--- config.mk ---
export PLATFORM = sky130hd
export DESIGN_NAME = xbus_pin_gpio_config
export DESIGN_NICKNAME = d
export VERILOG_FILES = /design/src/core/xgp_pkg.sv /design/src/core/xbus_pin_gpio_config.sv /design/src/core/pin_cell.sv /design/src/core/axil_cfg_port.sv
export SDC_FILE = /design/constraint.sdc
export NUM_CORES = 1
export LEC_CHECK = 0
export BUFFER_PORTS_ARGS = -buffer_cell sky130_fd_sc_hd__buf_2
export CAP_MARGIN = 20
export CORE_ASPECT_RATIO = 1.1
export CORE_MARGIN = 1
export CORE_UTILIZATION = 39
export DETAILED_ROUTE_END_ITERATION = 8
export PLACE_DENSITY = 0.65
export REMOVE_ABC_BUFFERS = 1
export SYNTH_ARGS = -nofsm -noshare
export SYNTH_HDL_FRONTEND = slang
export SYNTH_SLANG_ARGS = --single-unit
--- constraint.sdc ---
create_clock -name aclk -period 2.9 [get_ports aclk]
set_input_delay 0.58 -clock aclk [delete_from_list [all_inputs] [get_ports aclk]]
set_output_delay 0.58 -clock aclk [all_outputs]
set_load 0.1 [all_outputs]
--- src/core/xgp_pkg.sv ---
// =====================================================================
// Shared constants, carriers and helpers for the pin configuration block.
// =====================================================================
package xgp_pkg;

  // Ten configurable pins; the first eight can carry the external bus.
  localparam int NUM_PINS = 10;
  localparam int NUM_BUS_PINS = 8;

  // AXI4-Lite geometry seen by the register port.
  localparam int AXI_ADDR_W = 12;
  localparam int AXI_DATA_W = 32;

  // =====================================================================
  // Register indices; the byte address of each is four times its index.
  // =====================================================================
  localparam logic [9:0] WRITE_STROBE_PIN_CFG_IDX = 10'h0e0;
  localparam logic [9:0] READ_STROBE_PIN_CFG_IDX = 10'h0e1;
  localparam logic [9:0] ADDR_BIT0_PIN_CFG_IDX = 10'h0e2;
  localparam logic [9:0] ADDR_BIT1_PIN_CFG_IDX = 10'h0e3;
  localparam logic [9:0] ADDR_BIT2_PIN_CFG_IDX = 10'h0e4;
  localparam logic [9:0] ADDR_BIT3_PIN_CFG_IDX = 10'h0e5;
  localparam logic [9:0] SELECT0_PIN_CFG_IDX = 10'h0e6;
  localparam logic [9:0] SELECT1_PIN_CFG_IDX = 10'h0e7;
  localparam logic [9:0] PLAIN_PIN_A_CFG_IDX = 10'h0e8;
  localparam logic [9:0] PLAIN_PIN_B_CFG_IDX = 10'h0e9;

  // =====================================================================
  // Field positions, implemented-bit masks and reset values.
  // =====================================================================
  localparam int DIR_BIT = 0;
  localparam int POL_BIT = 1;
  localparam int ALT_BIT = 2;
  localparam int DRV_BIT = 7;
  localparam logic [7:0] BUS_PIN_CFG_MASK = 8'h87;
  localparam logic [7:0] PLAIN_PIN_CFG_MASK = 8'h83;
  localparam logic [7:0] BUS_PIN_CFG_RESET = 8'h04;
  localparam logic [7:0] PLAIN_PIN_CFG_RESET = 8'h80;

  // AXI response codes used by the port.
  localparam logic [1:0] RESP_OKAY = 2'h0;
  localparam logic [1:0] RESP_SLVERR = 2'h2;

  // Decoded control of one pin.
  typedef struct packed {
    logic drive_od;
    logic alt_sel;
    logic invert;
    logic is_input;
  } pin_ctl_t;

  // One-cycle register write request from the bus port.
  typedef struct packed {
    logic en;
    logic [3:0] slot;
    logic [7:0] data;
  } cfg_wr_t;

  // True when a word index lands on one of the ten registers.
  function automatic logic cfg_hit(input logic [9:0] word);
    return (word >= WRITE_STROBE_PIN_CFG_IDX) &&
           (word <= PLAIN_PIN_B_CFG_IDX);
  endfunction : cfg_hit

  // Register slot, zero for the first pin, for a word index that hits.
  function automatic logic [3:0] cfg_slot(input logic [9:0] word);
    logic [9:0] diff;
    diff = word - WRITE_STROBE_PIN_CFG_IDX;
    return diff[3:0];
  endfunction : cfg_slot

endpackage : xgp_pkg

--- src/core/xbus_pin_gpio_config.sv ---
// Design decision made here: the AXI4-Lite register port.
`timescale 1ns/1ns
// Functional notes
// - Bit 0 one makes input, zero output.
// - Bit 1 one inverts pin versus data.
// - Bit 7 one open drain, zero push-pull.
// - Bit 2 hands first eight pins to bus.
// - Power-on loads bus pins with 0x04.
// - Power-on loads plain pins with 0x80.
// - Out-of-range base ignores reads and writes.
module xbus_pin_gpio_config #(
  parameter int NUM_PINS = xgp_pkg::NUM_PINS,
  parameter int NUM_BUS_PINS = xgp_pkg::NUM_BUS_PINS
) (
  input wire logic aclk,
  input wire logic aresetn,
  // AXI4-Lite register port.
  input wire logic [xgp_pkg::AXI_ADDR_W-1:0] s_awaddr,
  input wire logic s_awvalid,
  output logic s_awready,
  input wire logic [xgp_pkg::AXI_DATA_W-1:0] s_wdata,
  input wire logic [3:0] s_wstrb,
  input wire logic s_wvalid,
  output logic s_wready,
  output logic [1:0] s_bresp,
  output logic s_bvalid,
  input wire logic s_bready,
  input wire logic [xgp_pkg::AXI_ADDR_W-1:0] s_araddr,
  input wire logic s_arvalid,
  output logic s_arready,
  output logic [xgp_pkg::AXI_DATA_W-1:0] s_rdata,
  output logic [1:0] s_rresp,
  output logic s_rvalid,
  input wire logic s_rready,
  // High while the programmed base address is in the permitted range.
  input wire logic base_in_range,
  // GPIO data path: level to drive, and sampled level after polarity.
  input wire logic [NUM_PINS-1:0] gpio_out,
  output logic [NUM_PINS-1:0] gpio_in,
  // External bus logic: drive level, drive enable, sampled level.
  input wire logic [NUM_BUS_PINS-1:0] xbus_drive,
  input wire logic [NUM_BUS_PINS-1:0] xbus_drive_en,
  output logic [NUM_BUS_PINS-1:0] xbus_sample,
  // Pads, split into input, output and output enable.
  input wire logic [NUM_PINS-1:0] pin_in,
  output logic [NUM_PINS-1:0] pin_out,
  output logic [NUM_PINS-1:0] pin_oe
);

  // =====================================================================
  // Configuration storage
  // =====================================================================

  // One byte per pin, packed so a whole-bank comparison is one operand.
  logic [NUM_PINS-1:0][7:0] cfg_reg;
  // Decoded controls handed to each pin cell.
  xgp_pkg::pin_ctl_t [NUM_PINS-1:0] pin_ctl;
  // Write request raised by the bus port for exactly one cycle.
  xgp_pkg::cfg_wr_t wr_req;
  // Byte offered to the read side for the address on the read channel.
  logic [7:0] rd_byte;
  // Word index and slot of the address on the read channel.
  logic [9:0] ar_word;
  logic [3:0] ar_slot;
  // Bus signals widened to the full pin count; plain pins get zero.
  logic [NUM_PINS-1:0] bus_drive_w;
  logic [NUM_PINS-1:0] bus_drive_en_w;
  logic [NUM_PINS-1:0] bus_sample_w;
  // Level the GPIO path asks for after polarity, for checking only.
  logic [NUM_PINS-1:0] gpio_level;

  assign bus_drive_w = {{(NUM_PINS-NUM_BUS_PINS){1'b0}}, xbus_drive};
  assign bus_drive_en_w = {{(NUM_PINS-NUM_BUS_PINS){1'b0}},
                           xbus_drive_en};
  assign xbus_sample = bus_sample_w[NUM_BUS_PINS-1:0];
  assign ar_word = s_araddr[xgp_pkg::AXI_ADDR_W-1:2];
  assign ar_slot = xgp_pkg::cfg_slot(ar_word);

  // =====================================================================
  // Register port
  // =====================================================================

  // Read data lookup; an out-of-range base or a miss returns zero, so
  // no state of the pins leaks out when access is not permitted.
  always_comb begin
    rd_byte = 8'h00;
    if (base_in_range && xgp_pkg::cfg_hit(ar_word)) begin
      rd_byte = cfg_reg[ar_slot];
    end
  end

  // The bus slave owns all channel handshakes and response timing.
  axil_cfg_port u_port (
    .aclk(aclk),
    .aresetn(aresetn),
    .base_in_range(base_in_range),
    .s_awaddr(s_awaddr),
    .s_awvalid(s_awvalid),
    .s_awready(s_awready),
    .s_wdata(s_wdata),
    .s_wstrb(s_wstrb),
    .s_wvalid(s_wvalid),
    .s_wready(s_wready),
    .s_bresp(s_bresp),
    .s_bvalid(s_bvalid),
    .s_bready(s_bready),
    .s_araddr(s_araddr),
    .s_arvalid(s_arvalid),
    .s_arready(s_arready),
    .s_rdata(s_rdata),
    .s_rresp(s_rresp),
    .s_rvalid(s_rvalid),
    .s_rready(s_rready),
    .rd_byte(rd_byte),
    .wr_req(wr_req)
  );

  for (genvar i = 0; i < NUM_PINS; i++) begin : g_pin
    // Bus-capable pins keep the select bit; the others hold it at zero.
    localparam bit HAS_ALT = (i < NUM_BUS_PINS);
    localparam logic [7:0] MASK = HAS_ALT ? xgp_pkg::BUS_PIN_CFG_MASK :
                                  xgp_pkg::PLAIN_PIN_CFG_MASK;
    localparam logic [7:0] RESET = HAS_ALT ? xgp_pkg::BUS_PIN_CFG_RESET :
                                   xgp_pkg::PLAIN_PIN_CFG_RESET;

    // Storage; reserved bits are dropped on write so they read as zero
    // and can never steer the pin.
    always_ff @(posedge aclk) begin
      if (!aresetn) begin
        cfg_reg[i] <= RESET;
      end else if (wr_req.en && (wr_req.slot == 4'(i))) begin
        cfg_reg[i] <= wr_req.data & MASK;
      end
    end

    // Field decode.
    assign pin_ctl[i].is_input = cfg_reg[i][xgp_pkg::DIR_BIT];
    assign pin_ctl[i].invert = cfg_reg[i][xgp_pkg::POL_BIT];
    assign pin_ctl[i].alt_sel = cfg_reg[i][xgp_pkg::ALT_BIT];
    assign pin_ctl[i].drive_od = cfg_reg[i][xgp_pkg::DRV_BIT];
    assign gpio_level[i] = gpio_out[i] ^ pin_ctl[i].invert;

    // Pad cell; on a bus-owned pin the GPIO level is not consulted.
    pin_cell #(
      .HAS_ALT(HAS_ALT)
    ) u_cell (
      .aclk(aclk),
      .aresetn(aresetn),
      .ctl(pin_ctl[i]),
      .gpio_out(gpio_out[i]),
      .bus_out(bus_drive_w[i]),
      .bus_oe(bus_drive_en_w[i]),
      .pin_in(pin_in[i]),
      .pin_out(pin_out[i]),
      .pin_oe(pin_oe[i]),
      .gpio_in(gpio_in[i]),
      .bus_in(bus_sample_w[i])
    );

    if (HAS_ALT) begin : g_bus_checks

    end else begin : g_plain_checks

    end
  end
endmodule : xbus_pin_gpio_config

--- src/core/pin_cell.sv ---
`timescale 1ns/1ns
// =====================================================================
// One pin: chooses bus or GPIO source, applies polarity and driver type.
// =====================================================================
module pin_cell #(
  parameter bit HAS_ALT = 1'b1
) (
  input wire logic aclk,
  input wire logic aresetn,
  input xgp_pkg::pin_ctl_t ctl,
  input wire logic gpio_out,
  input wire logic bus_out,
  input wire logic bus_oe,
  input wire logic pin_in,
  output logic pin_out,
  output logic pin_oe,
  output logic gpio_in,
  output logic bus_in
);

  logic use_bus; // Pin handed to the bus logic.
  logic drive_en; // Source wants the pin driven.
  logic level; // Logic level the source wants on the pin.

  // Source selection; the select bit only exists on bus-capable pins.
  always_comb begin
    use_bus = HAS_ALT && ctl.alt_sel;
    if (use_bus) begin
      drive_en = bus_oe;
      level = bus_out;
    end else begin
      drive_en = !ctl.is_input;
      level = gpio_out ^ ctl.invert;
    end
  end

  // Pad drive; open drain only ever pulls low and floats for a one.
  always_ff @(posedge aclk) begin
    if (!aresetn) begin
      pin_out <= 1'b0;
      pin_oe <= 1'b0;
    end else if (ctl.drive_od) begin
      pin_out <= 1'b0;
      pin_oe <= drive_en && !level;
    end else begin
      pin_out <= level;
      pin_oe <= drive_en;
    end
  end

  // Sampled pad level back to the GPIO data path and the bus logic.
  always_ff @(posedge aclk) begin
    if (!aresetn) begin
      gpio_in <= 1'b0;
      bus_in <= 1'b0;
    end else begin
      gpio_in <= pin_in ^ ctl.invert;
      bus_in <= use_bus && pin_in;
    end
  end

endmodule : pin_cell

--- src/core/axil_cfg_port.sv ---
`timescale 1ns/1ns
// =====================================================================
// AXI4-Lite slave that turns bus traffic into register requests.
// =====================================================================
module axil_cfg_port (
  input wire logic aclk,
  input wire logic aresetn,
  input wire logic base_in_range,
  input wire logic [xgp_pkg::AXI_ADDR_W-1:0] s_awaddr,
  input wire logic s_awvalid,
  output logic s_awready,
  input wire logic [xgp_pkg::AXI_DATA_W-1:0] s_wdata,
  input wire logic [3:0] s_wstrb,
  input wire logic s_wvalid,
  output logic s_wready,
  output logic [1:0] s_bresp,
  output logic s_bvalid,
  input wire logic s_bready,
  input wire logic [xgp_pkg::AXI_ADDR_W-1:0] s_araddr,
  input wire logic s_arvalid,
  output logic s_arready,
  output logic [xgp_pkg::AXI_DATA_W-1:0] s_rdata,
  output logic [1:0] s_rresp,
  output logic s_rvalid,
  input wire logic s_rready,
  input wire logic [7:0] rd_byte,
  output xgp_pkg::cfg_wr_t wr_req
);

  typedef enum logic {W_COLLECT, W_RESP} wr_state_t;

  wr_state_t wr_state_reg; // Write channel phase.
  logic [9:0] aw_word_reg; // Captured write word index.
  logic [7:0] w_byte_reg; // Captured low data byte.
  logic w_lane_reg; // Captured strobe of the low byte lane.
  logic aw_hit; // Captured address lands on a register.

  assign aw_hit = xgp_pkg::cfg_hit(aw_word_reg);

  // Write path: address and data are caught in either order, then the
  // request and the response leave together one edge later.
  always_ff @(posedge aclk) begin
    if (!aresetn) begin
      wr_state_reg <= W_COLLECT;
      s_awready <= 1'b1;
      s_wready <= 1'b1;
      s_bvalid <= 1'b0;
      s_bresp <= xgp_pkg::RESP_OKAY;
      aw_word_reg <= '0;
      w_byte_reg <= '0;
      w_lane_reg <= 1'b0;
      wr_req <= '0;
    end else begin
      wr_req.en <= 1'b0;
      case (wr_state_reg)
        W_COLLECT: begin
          if (s_awvalid && s_awready) begin
            aw_word_reg <= s_awaddr[xgp_pkg::AXI_ADDR_W-1:2];
            s_awready <= 1'b0;
          end
          if (s_wvalid && s_wready) begin
            w_byte_reg <= s_wdata[7:0];
            w_lane_reg <= s_wstrb[0];
            s_wready <= 1'b0;
          end
          if (!s_awready && !s_wready) begin
            // An out-of-range base silently drops the write.
            wr_req.en <= base_in_range && aw_hit && w_lane_reg;
            wr_req.slot <= xgp_pkg::cfg_slot(aw_word_reg);
            wr_req.data <= w_byte_reg;
            s_bresp <= aw_hit ? xgp_pkg::RESP_OKAY : xgp_pkg::RESP_SLVERR;
            s_bvalid <= 1'b1;
            wr_state_reg <= W_RESP;
          end
        end
        W_RESP: begin
          if (s_bready) begin
            s_bvalid <= 1'b0;
            s_awready <= 1'b1;
            s_wready <= 1'b1;
            wr_state_reg <= W_COLLECT;
          end
        end
        default: wr_state_reg <= W_COLLECT;
      endcase
    end
  end

  // Read path: data is captured on the address handshake itself.
  always_ff @(posedge aclk) begin
    if (!aresetn) begin
      s_arready <= 1'b1;
      s_rvalid <= 1'b0;
      s_rdata <= '0;
      s_rresp <= xgp_pkg::RESP_OKAY;
    end else if (s_arvalid && s_arready) begin
      s_arready <= 1'b0;
      s_rvalid <= 1'b1;
      s_rdata <= {{(xgp_pkg::AXI_DATA_W-8){1'b0}}, rd_byte};
      s_rresp <= xgp_pkg::cfg_hit(s_araddr[xgp_pkg::AXI_ADDR_W-1:2]) ?
                 xgp_pkg::RESP_OKAY : xgp_pkg::RESP_SLVERR;
    end else if (s_rvalid && s_rready) begin
      s_rvalid <= 1'b0;
      s_arready <= 1'b1;
    end
  end

endmodule : axil_cfg_port

# --- Word level (Yosys, flattened, before mapping) ---
# Index checks and enable logic that the tools add are counted.
word_totals:
  regBits: 126
  in_bits: 104
  out_inout_bits: 79
  word_cells: 231
op_classes:
  addsub: 2
  n_lt_le_gt_ge: 5
  eq_ne: 13
  muxes: 46
  bitwise_logic: 23
  n_reduce_logical: 79
op_table:
  columns: ["op", "n"]
  rows:
  - ["logical AND 1 bit", 38]
  - ["2-to-1 mux 1 bit", 37]
  - ["binary-select mux 8 bit (select 4 bit)", 1]
  - ["logical NOT 1 bit", 22]
  - ["greater-or-equal comparator 10 x 8 -> 1 bit (second input constant)", 2]
  - ["<= comparator 10 x 8 -> 1 bit (second input constant)", 2]
  - ["OR reduction 2 bit", 10]
  - ["XOR 1 bit", 20]
  - ["== test 4 x 3 -> 1 bit (second input constant)", 4]
  - ["2-to-1 mux 8 bit", 2]
  - ["AND reduction 2 bit", 6]
  - ["== test 4 x 2 -> 1 bit (second input constant)", 2]
  - ["== test 4 bit (second input constant)", 2]
  - ["case mux 1 bit (2 select lines)", 4]
  - ["subtractor 4 x 1 -> 4 bit (second input constant)", 2]
  - ["inequality test 2 x 1 -> 1 bit (second input constant)", 3]
  - ["< comparator 4 x 5 -> 1 bit (second input constant)", 1]
  - ["== test 4 x 1 -> 1 bit (second input constant)", 1]
  - ["logical NOT 4 bit", 1]
  - ["2-to-1 mux 2 bit", 2]
  - ["inverter 1 bit", 3]
  - ["OR reduction 3 bit", 1]
  - ["inequality test 2 bit (second input constant)", 1]
  - ["nonzero test 2 bit", 1]

# --- Longest topological paths before layout ---
logic_depth:
  depth_word: 5
  depth_mapped: 6
  depth_no_buf: 4

# --- Hierarchy ---
# From an unflattened synthesis, not the netlist that was laid out.
unflattened:
  cells_unflattened: 588
  hier_area_um2: 5567.8
modules_own_cells:
  columns: ["module", "n_inst", "cells_per_inst", "area_per_inst_um2", "seq_area_each_um2"]
  rows:
  - ["xbus_pin_gpio_config", 1, 229, 2064.5, 760.7]
  - ["axil_cfg_port", 1, 215, 2052.0, 960.9]
  - ["pin_cell at g_pin[0].u_cell ...", 8, 15, 151.4, 80.1]
  - ["pin_cell at g_pin[8].u_cell ...", 2, 12, 120.1, 60.1]

# --- Worst setup path before layout ---
# No wires, ideal clock.
synth_path:
  path_kind: "register to register"
  startpoint: "reg u_port.s_wready"
  endpoint: "reg u_port.w_byte_reg[0]"
  setup_ns: 0.117
  t_arrival_ns: 1.683
  required_time_ns: 2.783
  path_slack_ns: 1.100
  stages_incl_launch_ff: 4
  n_path_buf: 0
  period_less_slack_ns: 1.800
  path_cell_list: "dfxtp_1 -> nand3b_1 -> mux2i_1 -> nor2b_1"
synth_between:
  elab_chain_len: 2
synth_rtl:
  columns: ["element", "line", "text"]
  rows:
  - ["start: declaration", "axil_cfg_port.sv:15", "output logic s_wready,"]
  - ["start signal: assignment", "axil_cfg_port.sv:46", "s_wready <= 1'b1;"]
  - ["start signal: assignment", "axil_cfg_port.sv:64", "s_wready <= 1'b0;"]
  - ["start signal: assignment", "axil_cfg_port.sv:80", "s_wready <= 1'b1;"]
  - ["logical AND 1 bit", "axil_cfg_port.sv:61", "if (s_wvalid && s_wready) begin"]
  - ["AND reduction 2 bit (no line)", null, null]
  - ["end signal: assignment", "axil_cfg_port.sv:62", "w_byte_reg <= s_wdata[7:0];"]
  - ["end: declaration", "axil_cfg_port.sv:34", "logic [7:0] w_byte_reg;"]
# Every way passes these cells.
# A chain may end at the register's enable or synchronous reset.

# --- Worst setup path in the final report ---
layout_path:
  startpoint: "reg u_port.s_awready"
  endpoint: "out s_awready"
layout_lines:
  columns: ["element", "line", "text"]
  rows:
  - ["start: declaration", "axil_cfg_port.sv:11", "output logic s_awready,"]
  - ["start signal: assignment", "axil_cfg_port.sv:45", "s_awready <= 1'b1;"]
  - ["start signal: assignment", "axil_cfg_port.sv:59", "s_awready <= 1'b0;"]
  - ["start signal: assignment", "axil_cfg_port.sv:79", "s_awready <= 1'b1;"]
  - ["end: declaration", "xbus_pin_gpio_config.sv:20", "output logic s_awready,"]
# No word-level cell between the ends.

==> impl_results.md <==
- Cell variety after synth: 39
- Critical-path cell list: buf_2
- RD Place Congestion: approximately 0.8
- Longest Clk Path Bufs: 2
- Maximum achievable frequency: about 490 MHz
- Flop2flop setup slack: between 1 and 1.5 ns
- Initial Utilization: 0.401
- Setup TNS: 0 ns
- Hold Vio Cnt, Final: 0
- Worst-margin pin slew: between 0.6 and 0.7 ns
- Clk Latency, worst-skew pair: around 0.35 ns
- Syn_area_per_cell: roughly 9.3 µm²
- Wire per inst: 13.1 µm
- Register area share after synthesis: 0.440
- Post-synth EDFFs: 0
- Failing checks: DRC
- Crit Path Category: reg2out
- First-pass GRT wire length: roughly 16000 µm
- DP Worst Slack: approximately 0.83 ns
- Drt drc: 18
- DRT Wirelength: around 10000 µm
- Fill count: 1230
- # port buffers: roughly 120
- Critical R2R Capture: cfg_reg[34]
- Final HPWL DP: roughly 7600 µm
- Vias in the first global route: 3459
- CP Capture Type: primary output
- Vias: roughly 3700
- Netlist Area Pre-Place: slightly above 0.005 mm²
- Peak supply drop: 0.346 mV
- Num rows: 43
- Main area contributors after synthesis: dfxtp_1, buf_4, mux2i_1, nand2_1, a21boi_0
- CP top delay family: flip-flops
- Initial antenna violation count: 0
- Worst Reg-to-Reg Cells: 4
- Nets: slightly above 700
- Global Route Usage Sum: 0.154
- Yosys top cell area share: 0.440
- Fin. max-slew vios: 0
- Critical Path Start Type: flip-flop
- Synth Instances: about 550
- CP Max Fanout: 15
- Most frequent cell after synthesis: dfxtp_1
- PostCTS Resize Cnt: 0
- Slowest CP cell: dfxtp_1
- Min-Delay Endpoint: u_port.s_rdata[7]
- Hold depth: 2
- Share of layout cells above drive strength 1: 0.238
- CTS Root Buffer Type: clkbuf_16
- Outcome: finished with violations
- Hold/Removal Path Class: reg2reg
- Final setup viols: 0
- Die W: between 100 and 150 µm
- Crit share post-route: 0.698
- Worst setup margin: ~0.87 ns
- CTS clock-pin slew for the worst setup and hold paths: 0.07 ns
- Worst EP required: 2.32 ns
- Lkg Pwr: between 2 and 3 nW
- Bufs and invs on worst path: 1
- Largest area contributor in the netlist: dfxtp_1
- Layout Area Growth over Synthesis: 11.4%
- Crit path launch: u_port.s_awready
- Core area: 0.0127 mm²
- Worst slew margin: 0.544
- Min Tclk post-route: between 2 and 2.5 ns
- Clock sink count: roughly 110
- Die H: 122 µm
- Post-synthesis register bit count: approximately 110
- Synth top cells by count: dfxtp_1, nand2_1, buf_4, mux2i_1, o21ai_0
- Critical Path Max Stage Delay: just under 0.6 ns
- RSZ-0062 raised after global routing: false
- Area of the multi-input gates: 0.00233 mm²
- TritonRoute pass-1 iters: 7
- Min-delay src: u_port.s_rdata[7]
- Die footprint: between 0.01 and 0.015 mm²
- Initial drt markers: 190
- Largest net degree at the start of global routing: 58
- CP arrival: between 1 and 1.5 ns
- Ys flop type: dfxtp_1
- Yosys Warn Count: 0
- Diodes inserted: 0
- Max Cap Viol: 0
- Post-CTS setup buffer count: 0
- Asr flop ratio synth: 0
- Ports: around 180
- PwrDens: 602 mW/mm²
- Vias per inst: about 4.7
- CTS H-tree lvls: 3
- Register area: approximately 0.0022 mm²
- CTS tree: yes
- Number of flip-flops in the largest register: 38
- Final Skew: approximately 0.0062 ns
- Gr ovfl total: 0
- Total CTS buffers: 9
- Worst R2R Start: u_port.wr_req[11]
- Hold-fix buffers, CTS: 0
- Detail Route Antenna Nets: 0
## final cells by class
cell class | count | share of cell area
flip-flops and latches | 112 | 0.395
repair buffers | 120 | 0.109
clock buffers | 10 | 0.0421
multi-input cells | 366 | 0.411
clock inverters | 6 | 0.00794
well taps | 157 | 0.0346
## per-stage QoR
step	power, mW	hold slack (ns)	utilization	area, µm²	instances
after global placement	2.29	0.446	0.424	5390	755
after floorplan	2.16	0.422	-	4570	478
final	3.42	0.461	0.447	5670	771
after global routing	3.56	0.476	0.447	5670	771
after CTS	3.46	0.462	0.447	5670	771
after detailed placement	2.30	0.452	0.424	5390	755
## placed cells by master, fill, tap and decap left out, types with 3 or more instances in the layout
master and count:
a21oi_1 12, nand2_1 81, nor2b_1 27, dfxtp_1 112, clkbuf_16 9, o21ai_0 32
nand3b_1 4, and3_1 8, o21ai_1 3, nand2b_1 7, xnor2_1 8, a21boi_0 30
nor2_1 8, mux2i_1 34, nand3_1 22, clkinv_4 4, and2_1 11, xor2_1 12
conb_1 30, buf_2 117, and3b_1 10, mux4_2 7
## metal layers
metal  global-route usage  vias to the layer above  share of wire
li1                     -                     1869              -
met1                0.189                     1679           0.45
met2                0.257                       93           0.48
met3               0.0279                       13          0.049
met4               0.0839                        0          0.019
met5                    0                        -              0
## cell families after synthesis
group                     share of synthesized area
AOI/OAI and AO/OA                             0.105
xor gates and xnor gates                     0.0344
buffers and inverters                         0.124
DFF                                           0.440
muxes                                         0.103
other                                      0.000736
and+or+nand+nor                               0.193
## how the worst max path moves through the flow
stage / endpoint / slack (ns) / cells past startpoint
floorplan: u_port.s_bresp[1] / 0.90 / 3
global placement: u_port.s_rdata[7] / 0.88 / 5
detailed placement: u_port.s_rdata[7] / 0.83 / 5
CTS: s_awready / 0.86 / 1
global route: s_awready / 0.80 / 1
finish: s_awready / 0.87 / 1
## where the power goes
group	leakage (nW)	switching (mW)	total, mW	internal (mW)
Clock	0.142	0.545	1.15	0.609
Sequential	0.917	0.0267	1.61	1.59
Combinational	1.51	0.527	0.649	0.122
## worst register-to-register path: stages (launching register included)
cell and delay, ns:
dfxtp_1 0.35, nand3b_1 0.40, or3_1 0.56, mux2i_1 0.20, nand2_1 0.07
No activity file was read; power rests on OpenSTA's default activity.
